**src/sli_pkg.sv**
```systemverilog
`default_nettype none
package sli_pkg;
   localparam int unsigned SLI_CLK_MHZ       = 200;
   // Shortest spacing of acquisition toggles, in milliseconds.
   localparam int unsigned SLI_ACQ_MIN_MS    = 100;
   localparam int unsigned SLI_ACQ_MIN_CYC   = SLI_ACQ_MIN_MS * SLI_CLK_MHZ
                                               * 1000;
   // Half periods of the three blink rates, in milliseconds.
   localparam int unsigned SLI_RED_HALF_MS   = 250;
   localparam int unsigned SLI_SLOW_HALF_MS  = 500;
   localparam int unsigned SLI_FAST_HALF_MS  = 60;
   localparam int unsigned SLI_RED_HALF_CYC  = SLI_RED_HALF_MS * SLI_CLK_MHZ
                                               * 1000;
   localparam int unsigned SLI_SLOW_HALF_CYC = SLI_SLOW_HALF_MS * SLI_CLK_MHZ
                                               * 1000;
   localparam int unsigned SLI_FAST_HALF_CYC = SLI_FAST_HALF_MS * SLI_CLK_MHZ
                                               * 1000;

   localparam int unsigned SLI_CNT_W = 32;

   localparam logic [7:0] SLI_REG_CTRL     = 8'h00;
   localparam logic [7:0] SLI_REG_RED      = 8'h04;
   localparam logic [7:0] SLI_REG_SLOW     = 8'h08;
   localparam logic [7:0] SLI_REG_FAST     = 8'h0c;
   localparam logic [7:0] SLI_REG_STATUS   = 8'h10;
   localparam logic [7:0] SLI_REG_IRQ_STAT = 8'h14;
   localparam logic [7:0] SLI_REG_IRQ_MASK = 8'h18;

   localparam int unsigned SLI_CTRL_EN_BIT   = 0;
   localparam logic        SLI_CTRL_EN_RST   = 1'h1;
   localparam int unsigned SLI_IRQ_W         = 2;
   localparam int unsigned SLI_IRQ_CHG_BIT   = 0;
   localparam int unsigned SLI_IRQ_FATAL_BIT = 1;
   localparam int unsigned SLI_STS_RED_BIT   = 4;
   localparam int unsigned SLI_STS_GRN_BIT   = 5;
   localparam int unsigned SLI_STS_BLU_BIT   = 6;

   typedef enum logic [2:0] {
      SLI_ST_PWRUP,
      SLI_ST_FATAL,
      SLI_ST_INIT,
      SLI_ST_ACQ,
      SLI_ST_XFER,
      SLI_ST_APP,
      SLI_ST_ADDR,
      SLI_ST_SEARCH
   } sli_state_t;

   function automatic logic [31:0] sli_apply_sel(input logic [31:0] old_v,
                                                 input logic [31:0] new_v,
                                                 input logic [3:0]  sel);
      logic [31:0] r;
      r = old_v;
      for (int i = 0; i < 4; i++)
         if (sel[i])
            r[i*8 +: 8] = new_v[i*8 +: 8];
      return r;
   endfunction
endpackage
`default_nettype wire

```
**src/sli_blink_if.sv**
```systemverilog
`timescale 1ns/10ps
`default_nettype none
interface sli_blink_if;
   logic [31:0] half;
   logic        restart;
   logic        phase;
   modport ctl (output half, output restart, input phase);
   modport gen (input half, input restart, output phase);
endinterface // sli_blink_if
`default_nettype wire

```
**src/sli_blinker.sv**
```systemverilog
`timescale 1ns/10ps
`default_nettype none
module sli_blinker
   import sli_pkg::*;
(
   input  wire logic clk,
   input  wire logic arst_n,
   sli_blink_if.gen  bl
);
   logic [31:0] cnt_q;
   logic [31:0] cnt_d;
   logic        phase_q;
   logic        wrap;

   // A zero half period behaves as one cycle so the lamp never freezes.
   assign wrap  = (cnt_q + 32'h1 >= bl.half);
   assign cnt_d = (bl.restart || wrap) ? 32'h0 : cnt_q + 32'h1;

   always_ff @(posedge clk or negedge arst_n)
   begin
      if (!arst_n)
      begin
         cnt_q   <= 32'h0;
         phase_q <= 1'b1;
      end
      else
      begin
         cnt_q   <= cnt_d;
         phase_q <= bl.restart ? 1'b1 : (wrap ? ~phase_q : phase_q);
      end
   end

   assign bl.phase = phase_q;
endmodule // sli_blinker
`default_nettype wire

```
**src/sli_lamp.sv**
```systemverilog
`timescale 1ns/10ps
`default_nettype none
module sli_lamp
   import sli_pkg::*;
#(
   parameter int unsigned ACQ_MIN_CYC   = SLI_ACQ_MIN_CYC,
   parameter int unsigned RED_HALF_RST  = SLI_RED_HALF_CYC,
   parameter int unsigned SLOW_HALF_RST = SLI_SLOW_HALF_CYC,
   parameter int unsigned FAST_HALF_RST = SLI_FAST_HALF_CYC
)
(
   input  wire logic        clk,
   input  wire logic        arst_n,
   input  wire logic        wb_cyc_i,
   input  wire logic        wb_stb_i,
   input  wire logic        wb_we_i,
   input  wire logic [7:0]  wb_adr_i,
   input  wire logic [3:0]  wb_sel_i,
   input  wire logic [31:0] wb_dat_i,
   output logic      [31:0] wb_dat_o,
   output logic             wb_ack_o,
   input  wire logic        init_busy,
   input  wire logic        fatal_err,
   input  wire logic        cable_up,
   input  wire logic        file_xfer,
   input  wire logic        addr_valid,
   input  wire logic        app_link,
   input  wire logic        acq_busy,
   input  wire logic        frame_done,
   output logic             lamp_red,
   output logic             lamp_green,
   output logic             lamp_blue,
   output logic             irq
);
   localparam logic [31:0] ACQ_MIN = 32'(ACQ_MIN_CYC);

   sli_blink_if red_bl ();
   sli_blink_if slow_bl ();
   sli_blink_if fast_bl ();

   // Conditions come from logic on this clock, so one register stage.
   logic [7:0]   cnd_q;
   logic         c_init, c_fatal, c_cable, c_xfer;
   logic         c_addr, c_app, c_acq, c_frame;
   logic         started_q;
   sli_state_t   state_q;
   sli_state_t   state_d;
   logic         st_chg;
   logic [31:0]  acq_cnt_q;
   logic         acq_full;
   logic         acq_tog_q;
   logic         acq_tog_d;
   logic         red_d, grn_d, blu_d;
   logic         red_q, grn_q, blu_q;
   logic         en_q;
   logic [31:0]  red_half_q, slow_half_q, fast_half_q;
   logic [SLI_IRQ_W-1:0] irq_stat_q, irq_stat_d, irq_mask_q, irq_set;
   logic         fatal_prev_q;
   logic         ack_q;
   logic [31:0]  rdat_q;
   logic         req, wr, rd;
   logic [7:0]   adr;
   logic         hit_ctrl, hit_red, hit_slow, hit_fast;
   logic         hit_sts, hit_istat, hit_imask;
   logic [31:0]  ctrl_rd, sts_rd, rd_mux;
   logic [31:0]  ctrl_new, istat_clr, imask_new;

   always_ff @(posedge clk or negedge arst_n)
   begin
      if (!arst_n)
         cnd_q <= 8'h0;
      else
         cnd_q <= {frame_done, acq_busy, app_link, addr_valid,
                   file_xfer, cable_up, fatal_err, init_busy};
   end

   assign {c_frame, c_acq, c_app, c_addr,
           c_xfer, c_cable, c_fatal, c_init} = cnd_q;

   // Power-up red holds until the first sign of initialization.
   always_ff @(posedge clk or negedge arst_n)
   begin
      if (!arst_n)
         started_q <= 1'b0;
      else if (c_init)
         started_q <= 1'b1;
   end

   // Fixed priority chain, strongest first.
   assign state_d = c_fatal            ? SLI_ST_FATAL  :
                    !started_q         ? SLI_ST_PWRUP  :
                    c_init             ? SLI_ST_INIT   :
                    c_acq              ? SLI_ST_ACQ    :
                    c_xfer             ? SLI_ST_XFER   :
                    c_app              ? SLI_ST_APP    :
                    (c_addr && c_cable) ? SLI_ST_ADDR  :
                                         SLI_ST_SEARCH;
   assign st_chg = (state_d != state_q);

   always_ff @(posedge clk or negedge arst_n)
   begin
      if (!arst_n)
         state_q <= SLI_ST_PWRUP;
      else
         state_q <= state_d;
   end

   // Blink generators restart on every pattern change for a clean start.
   assign red_bl.half     = red_half_q;
   assign red_bl.restart  = st_chg;
   assign slow_bl.half    = slow_half_q;
   assign slow_bl.restart = st_chg;
   assign fast_bl.half    = fast_half_q;
   assign fast_bl.restart = st_chg;

   sli_blinker u_red  (.clk(clk), .arst_n(arst_n), .bl(red_bl));
   sli_blinker u_slow (.clk(clk), .arst_n(arst_n), .bl(slow_bl));
   sli_blinker u_fast (.clk(clk), .arst_n(arst_n), .bl(fast_bl));

   // Frames that arrive faster than the minimum spacing are dropped.
   assign acq_full  = (acq_cnt_q >= ACQ_MIN);
   assign acq_tog_d = (c_frame && acq_full) ? ~acq_tog_q : acq_tog_q;

   always_ff @(posedge clk or negedge arst_n)
   begin
      if (!arst_n)
      begin
         acq_cnt_q <= 32'h0;
         acq_tog_q <= 1'b1;
      end
      else
      begin
         acq_tog_q <= acq_tog_d;
         if (c_frame && acq_full)
            acq_cnt_q <= 32'h0;
         else if (!acq_full)
            acq_cnt_q <= acq_cnt_q + 32'h1;
      end
   end

   always_comb
   begin
      red_d = 1'b0;
      grn_d = 1'b0;
      blu_d = 1'b0;
      case (state_q)
         SLI_ST_PWRUP:  red_d = 1'b1;
         SLI_ST_FATAL:
         begin
            red_d = 1'b1;
            blu_d = red_bl.phase;
         end
         SLI_ST_INIT:   red_d = red_bl.phase;
         SLI_ST_ACQ:    grn_d = acq_tog_q;
         SLI_ST_XFER:   blu_d = fast_bl.phase;
         SLI_ST_APP:    grn_d = 1'b1;
         SLI_ST_ADDR:   blu_d = 1'b1;
         SLI_ST_SEARCH: blu_d = slow_bl.phase;
         default:       red_d = 1'b1;
      endcase
   end

   always_ff @(posedge clk or negedge arst_n)
   begin
      if (!arst_n)
      begin
         red_q <= 1'b0;
         grn_q <= 1'b0;
         blu_q <= 1'b0;
      end
      else
      begin
         red_q <= red_d & en_q;
         grn_q <= grn_d & en_q;
         blu_q <= blu_d & en_q;
      end
   end

   assign lamp_red   = red_q;
   assign lamp_green = grn_q;
   assign lamp_blue  = blu_q;

   // Wishbone slave: one wait state, ack drops in the following cycle.
   assign req       = wb_cyc_i && wb_stb_i && !ack_q;
   assign wr        = req && wb_we_i;
   assign rd        = req && !wb_we_i;
   assign adr       = {wb_adr_i[7:2], 2'b00};
   assign hit_ctrl  = (adr == SLI_REG_CTRL);
   assign hit_red   = (adr == SLI_REG_RED);
   assign hit_slow  = (adr == SLI_REG_SLOW);
   assign hit_fast  = (adr == SLI_REG_FAST);
   assign hit_sts   = (adr == SLI_REG_STATUS);
   assign hit_istat = (adr == SLI_REG_IRQ_STAT);
   assign hit_imask = (adr == SLI_REG_IRQ_MASK);

   assign ctrl_rd = {31'h0, en_q};
   assign sts_rd  = {25'h0, blu_q, grn_q, red_q, 1'b0, state_q};
   assign rd_mux  = hit_ctrl  ? ctrl_rd :
                    hit_red   ? red_half_q :
                    hit_slow  ? slow_half_q :
                    hit_fast  ? fast_half_q :
                    hit_sts   ? sts_rd :
                    hit_istat ? {30'h0, irq_stat_q} :
                    hit_imask ? {30'h0, irq_mask_q} : 32'h0;

   assign ctrl_new  = sli_apply_sel(ctrl_rd, wb_dat_i, wb_sel_i);
   assign istat_clr = sli_apply_sel(32'h0, wb_dat_i, wb_sel_i);
   assign imask_new = sli_apply_sel({30'h0, irq_mask_q}, wb_dat_i, wb_sel_i);

   // Events: any pattern change, and a fresh fatal error.
   assign irq_set = {c_fatal && !fatal_prev_q, st_chg};
   // A set in the same cycle as its write-one-to-clear wins.
   assign irq_stat_d = (irq_stat_q
                        & ~((wr && hit_istat) ? istat_clr[SLI_IRQ_W-1:0]
                                              : {SLI_IRQ_W{1'b0}}))
                       | irq_set;

   always_ff @(posedge clk or negedge arst_n)
   begin
      if (!arst_n)
      begin
         ack_q        <= 1'b0;
         rdat_q       <= 32'h0;
         en_q         <= SLI_CTRL_EN_RST;
         red_half_q   <= 32'(RED_HALF_RST);
         slow_half_q  <= 32'(SLOW_HALF_RST);
         fast_half_q  <= 32'(FAST_HALF_RST);
         irq_stat_q   <= {SLI_IRQ_W{1'b0}};
         irq_mask_q   <= {SLI_IRQ_W{1'b0}};
         fatal_prev_q <= 1'b0;
      end
      else
      begin
         ack_q        <= req;
         rdat_q       <= rd ? rd_mux : 32'h0;
         irq_stat_q   <= irq_stat_d;
         fatal_prev_q <= c_fatal;
         if (wr && hit_ctrl)
            en_q <= ctrl_new[SLI_CTRL_EN_BIT];
         if (wr && hit_red)
            red_half_q <= sli_apply_sel(red_half_q, wb_dat_i, wb_sel_i);
         if (wr && hit_slow)
            slow_half_q <= sli_apply_sel(slow_half_q, wb_dat_i, wb_sel_i);
         if (wr && hit_fast)
            fast_half_q <= sli_apply_sel(fast_half_q, wb_dat_i, wb_sel_i);
         if (wr && hit_imask)
            irq_mask_q <= imask_new[SLI_IRQ_W-1:0];
      end
   end

   assign wb_ack_o = ack_q;
   assign wb_dat_o = rdat_q;
   assign irq      = |(irq_stat_q & irq_mask_q);
endmodule // sli_lamp
`default_nettype wire

```
**config.mk**
```make
export PLATFORM = sky130hd
export DESIGN_NAME = sli_lamp
export DESIGN_NICKNAME = d
export VERILOG_FILES = /design/src/sli_pkg.sv /design/src/sli_blink_if.sv /design/src/sli_blinker.sv /design/src/sli_lamp.sv
export SDC_FILE = /design/constraint.sdc
export NUM_CORES = 1
export LEC_CHECK = 0
export BUFFER_PORTS_ARGS = -buffer_cell sky130_fd_sc_hd__buf_2
export CAP_MARGIN = 20
export CORE_ASPECT_RATIO = 1.75
export CORE_MARGIN = 1
export CORE_UTILIZATION = 40
export CTS_BUF_LIST = sky130_fd_sc_hd__clkbuf_16
export DETAILED_ROUTE_END_ITERATION = 7
export PLACE_DENSITY = 0.64
export SLEW_MARGIN = 5
export SYNTH_ARGS = -nofsm -noshare
export SYNTH_HDL_FRONTEND = slang
export SYNTH_SLANG_ARGS = --single-unit
```
**constraint.sdc**
```tcl
create_clock -name clk -period 5 [get_ports clk]
set_clock_uncertainty 0.05 [all_clocks]
set_input_delay 1 -clock clk [delete_from_list [all_inputs] [get_ports clk]]
set_output_delay 1 -clock clk [all_outputs]
set_load 0.03 [all_outputs]
```
# [After elaboration in Yosys (flattened, before gate mapping)]
# Index checks and enable logic that the tools add are counted.
[word_totals] latch_bits=0 mem_bits_ro=0 in_bits=57 ram_bits=0 elab_cells=137 mem_count=0 ff_bits=282
[classes] magnitude_cmp=4 n_bitwise=11 n_div=0 n_mul=0 shifts=0 mux=31 reduce_logical=40 addsub=4 n_eq_ne=15
[op_table] cell="two-way mux 32 bit" n=10
[op_table] cell="adder 32 x 1 -> 32 bit (second input constant)" n=4
[op_table] cell=">= comparator 32 bit" n=3
[op_table] cell=">= comparator 32 x 25 -> 1 bit (second input constant)" n=1
[op_table] cell="AND reduction 2 bit" n=14
[op_table] cell="equality test 6 x 3 -> 1 bit (second input constant)" n=3
[op_table] cell="logical AND 1 bit" n=13
[op_table] cell="equality test 3 bit (second input constant)" n=4
[op_table] cell="equality test 6 x 2 -> 1 bit (second input constant)" n=2
[op_table] cell="two-way mux 2 bit" n=6
[op_table] cell="two-way mux 3 bit" n=4
[op_table] cell="logical NOT 8 bit" n=1
[op_table] cell="two-way mux 1 bit" n=7
[op_table] cell="two-way mux 7 bit" n=1
[op_table] cell="equality test 3 x 2 -> 1 bit (second input constant)" n=2
[op_table] cell="equality test 6 x 1 -> 1 bit (second input constant)" n=1
[op_table] cell="nonzero test 2 bit" n=3
[op_table] cell="bitwise AND 2 bit" n=2
[op_table] cell="NOT 1 bit" n=4
[op_table] cell="case mux 1 bit (2 select lines)" n=2
[op_table] cell="case mux 1 bit (4 select lines)" n=1
[op_table] cell="OR reduction 2 bit" n=2
[op_table] cell="bitwise AND 1 bit" n=3
[op_table] cell="equality test 3 x 1 -> 1 bit (second input constant)" n=1
[op_table] cell="other kinds (7)" n=11

# [Logic depth before layout (Yosys ltp)]
[logic_depth] depth_word=11 ltp_mapped=15

# [Modules after synthesis]
# Synthesis repeated with hierarchy kept, for this count alone.
[unflattened] hier_cells=1389 area_unflattened_um2=15063.2
[modules_own_cells] mod="sli_lamp" cells_each=597 area_per_inst_um2=7668.6 seq_area_each_um2=4624.4 instances=1
[modules_own_cells] mod="sli_blinker" cells_each=264 area_per_inst_um2=2464.9 seq_area_each_um2=827.0 instances=3

# [Worst setup path after synthesis]
# Ideal clock, no wire load.
[synth_path] path_type="register to register" from="reg u_fast.cnt_q[0]" to="reg u_fast.cnt_q[10]" path_slack_ns=1.416 synth_period_minus_slack_ns=3.584 path_stages_with_launch=15 arrival_ns=3.460 cell_sequence="dfrtp_1 -> ha_1 -> nand3_1 -> nor4_2 -> nand3_1 -> nor2_1 -> xor2_1 -> ha_1 -> a21oi_1 -> nand2_1 -> a221o_1 -> a2111oi_2 -> nand3b_1 -> clkbuf_1 -> nor2b_1"
[synth_via] elab_chain_len=4
[synth_rtl] item="start, declared" line="sli_blinker.sv:10" source="logic [31:0] cnt_q;"
[synth_rtl] item="start signal, assigned" line="sli_blinker.sv:28" source="cnt_q <= cnt_d;"
[synth_rtl] item="adder 32 x 1 -> 32 bit *" line="sli_blinker.sv:16, sli_blinker.sv:17"
[synth_rtl] item=">= comparator 32 bit" line="sli_blinker.sv:16" source="assign wrap = (cnt_q + 32'h1 >= bl.half);"
[synth_rtl] item="logical OR 1 bit" line="sli_blinker.sv:17" source="assign cnt_d = (bl.restart || wrap) ? 32'h0 : cnt_q + 32'h1;"
[synth_rtl] item="two-way mux 32 bit *" line="sli_blinker.sv:17"
[synth_rtl] item="net u_fast.cnt_d[10]" line="sli_blinker.sv:11" source="logic [31:0] cnt_d;"
# Mark *: on every way through the listed nets, which the timed path passes. The rest lies on a longest branch.
# A chain may end at the register's enable or synchronous reset.

# [Worst setup path in the final report]
[layout_path] from="reg u_fast.cnt_q[0]" to="reg u_fast.cnt_q[24]"
# The elaborated chain is that of the path after synthesis.

==> metrics.cfg <==
[global_routing]
antenna_found_initial = 1
grt_pass1_wl_um = 58900
grtUsageTotal = 0.195
grt_max_degree = 115
grt_pass1_vias = 11262
overflow = 0

[placed_design]
place.port_buffers = 91
post_dp_cell_area_sq_mm = 0.0160
place_congestion = 0.863
place_inst = 1949
hpwl_um = 27700

[final_layout]
drive_above_1_share = 0.207
stdcell_area_sq_mm = 0.0168
nNetsFinal = 1661
mostFrequentLayoutCells = 243 x dfrtp_1, 127 x inv_1, 101 x ha_1
finalNonFillerCells = 2000
syn_to_final_growth_pct = 12.6
layout_commonest_cell = dfrtp_1
finish.utilization = 0.458

[sta]
setup_viol = 0
period_minus_slack_ns = 4.31
fin_crit_sh = 0.862
slew_headroom = 0.382
finalHoldViolCount = 0
rsz0062_at_grt = false
worst_pin_slew_ns = 0.927
max_clock_freq_ghz = 0.232
final_max_slew_viol_count = 0
fin_setup_tns_ns = 0

[logic_synthesis]
synthesis.yosys.warnings = 0
async_flop_share = 1.00
ys_ff_latch = 282
synth_seq_area_share = 0.475
syn_area_sq_mm = 0.0149
synth_flop_cell = dfrtp_1
synth_edf_count = 0
syn_inst = 1409
syn_area_per_cell_sq_um = 10.6
synthesis.nets = 1567
ys_types = 70

[min_path]
worst_hold_path_type = flop to flop

[routing]
wire_per_inst_um = 18.3
ant_nets = 0
wl_um = 36500
vias = 10844
drt_iter0_drc = 517
first_pass_iters = 6
drc = 0
viasPerCell = 5.42

[floorplan]
rows = 93
coreArea_sq_mm = 0.0368
die_y_um = 258
die_w_um = 148
initial_core_util = 0.406
fp.dieArea_sq_mm = 0.0382
io_pins = 94

[clock_network]
cts_buffers = 27
ctsResizeCount = 0
clkLatencyLatePin_ns = 0.55
ctsRootBufferMaster = clkbuf_16
cts.sinks = 282
path_clk_slew_ns = 0.07
clockBufferDepth = 3
ctsHoldBuffers = 0
cts_tree = done
postCtsSetupRepairBufs = 0
htree_levels = 1

[power]
power_per_cell_area_mw_per_mm2 = 280
total_leakage_power_uw = 0.00788
finalPower_uw = 4710
vdd_drop_max_mv = 0.279

[setup_path]
crit_fanout = 32
crit_end = u_fast.cnt_q[24]$_DFF_PN0_
regToRegStartpoint = u_fast.cnt_q[0]$_DFF_PN0_
worst_setup_path_end_kind = flop
cp.arrival_ns = 4.66
r2r_end = u_fast.cnt_q[24]$_DFF_PN0_
required_ns = 5.36
setup.worst_path.start = u_fast.cnt_q[0]$_DFF_PN0_
path_class = flop to flop
rrSetupSlack_ns = 0.69
cp-start-kind = flop
reg2regPathDepth = 13

[run_status]
status = completed

[job]
drv_cap = 0

## final cells by class
type	count	area (sq um)
fillers	3515	19900
multi-input cells	966	7230
flip-flops and latches	282	7110
clock buffers	27	676
repair buffers	108	631
well taps	475	594
inverters	118	443
clock inverters	23	154
diodes	1	2.50
## Yosys cell counts (all sizes together) (10+ instances only)
library cell,count,area share
xor2,32,0.019
nor2,80,0.020
a222oi,30,0.020
dfrtp,243,0.41
and4,12,0.0071
nand3,54,0.018
a31oi,23,0.0096
nor3,21,0.0077
inv,118,0.030
o21ai,26,0.0087
nor2b,66,0.028
a21oi,49,0.016
nand2,94,0.024
ha,101,0.085
clkbuf,32,0.0080
dfstp,39,0.069
and3,31,0.013
xnor2,61,0.038
nand4,39,0.016
buf,11,0.0037
a21o,10,0.0050
and2,13,0.0054
nor3b,30,0.015
mux2,99,0.075
## power breakdown
| group | switching (uW) | internal [uW] | total, uW |
|---|---|---|---|
| Sequential | 35.1 | 2330 | 2360 |
| Clock | 887 | 1080 | 1970 |
| Combinational | 265 | 118 | 383 |
## worst min path at each step
stage                           start                       to  slack, ns  depth (start not counted)
6_report       fatal_prev_q$_DFF_PN0_  irq_stat_q[1]$_DFF_PN0_       0.37                          1
5_1_grt        fatal_prev_q$_DFF_PN0_  irq_stat_q[1]$_DFF_PN0_       0.38                          1
4_1_cts        fatal_prev_q$_DFF_PN0_  irq_stat_q[1]$_DFF_PN0_       0.38                          1
3_5_place_dp       cnd_q[1]$_DFF_PN0_   fatal_prev_q$_DFF_PN0_       0.36                          0
3_3_place_gp   fatal_prev_q$_DFF_PN0_  irq_stat_q[1]$_DFF_PN0_       0.36                          1
2_1_floorplan      cnd_q[1]$_DFF_PN0_   fatal_prev_q$_DFF_PN0_       0.32                          0
## kinds of logic (layout without fill, tap and decap cells)
group | after synthesis | after routing | synth area share
simple gates | 480 | 480 | 0.176
buf+inv | 161 | 276 | 0.0414
xor+xnor | 93 | 93 | 0.0565
other cells | 0 | 1 | 0
mux | 102 | 102 | 0.0766
fa+ha+maj | 101 | 101 | 0.0845
compound gates | 190 | 190 | 0.0897
flops | 282 | 282 | 0.475
## stage by stage
step	setup slack [ns]	hold WS [ns]
floorplan	1.42	0.324
global placement	0.772	0.359
detailed placement	0.681	0.364
CTS	0.635	0.376
global route	0.431	0.380
finish	0.691	0.371
## flip-flops by register name, summed over array words and instances (netlist names), 2 cells and up
register	cells
slow_bl.half	32
wb_dat_o	32
u_slow.cnt_q	32
red_bl.half	32
u_fast.cnt_q	32
acq_cnt_q	32
u_red.cnt_q	32
cnd_q	8
fast_bl.half	32
irq_mask_q	2
state_q	3
irq_stat_q	2
## worst max-delay path, stage by stage, from the launching register on
cell and delay (ns):
dfrtp_1 0.43, ha_1 0.22, nand3_1 0.16, nor4_2 0.51
nand4_1 0.33, nand2b_1 0.26, xnor2_1 0.14, ha_1 0.28
nand4_1 0.15, a2111oi_0 0.74, o41ai_1 0.26, nand3b_1 0.15
buf_4 0.37, nor2b_1 0.09
## layer usage
| metal | part of all wire | GRT usage | up-vias |
|---|---|---|---|
| met2 | 0.54 | 0.372 | 207 |
| met1 | 0.38 | 0.215 | 5398 |
| li1 | - | - | 5179 |
| met3 | 0.033 | 0.0178 | 60 |
| met5 | 0 | 0 | - |
| met4 | 0.041 | 0.0882 | 0 |
No activity file was read; power rests on OpenSTA's default activity.
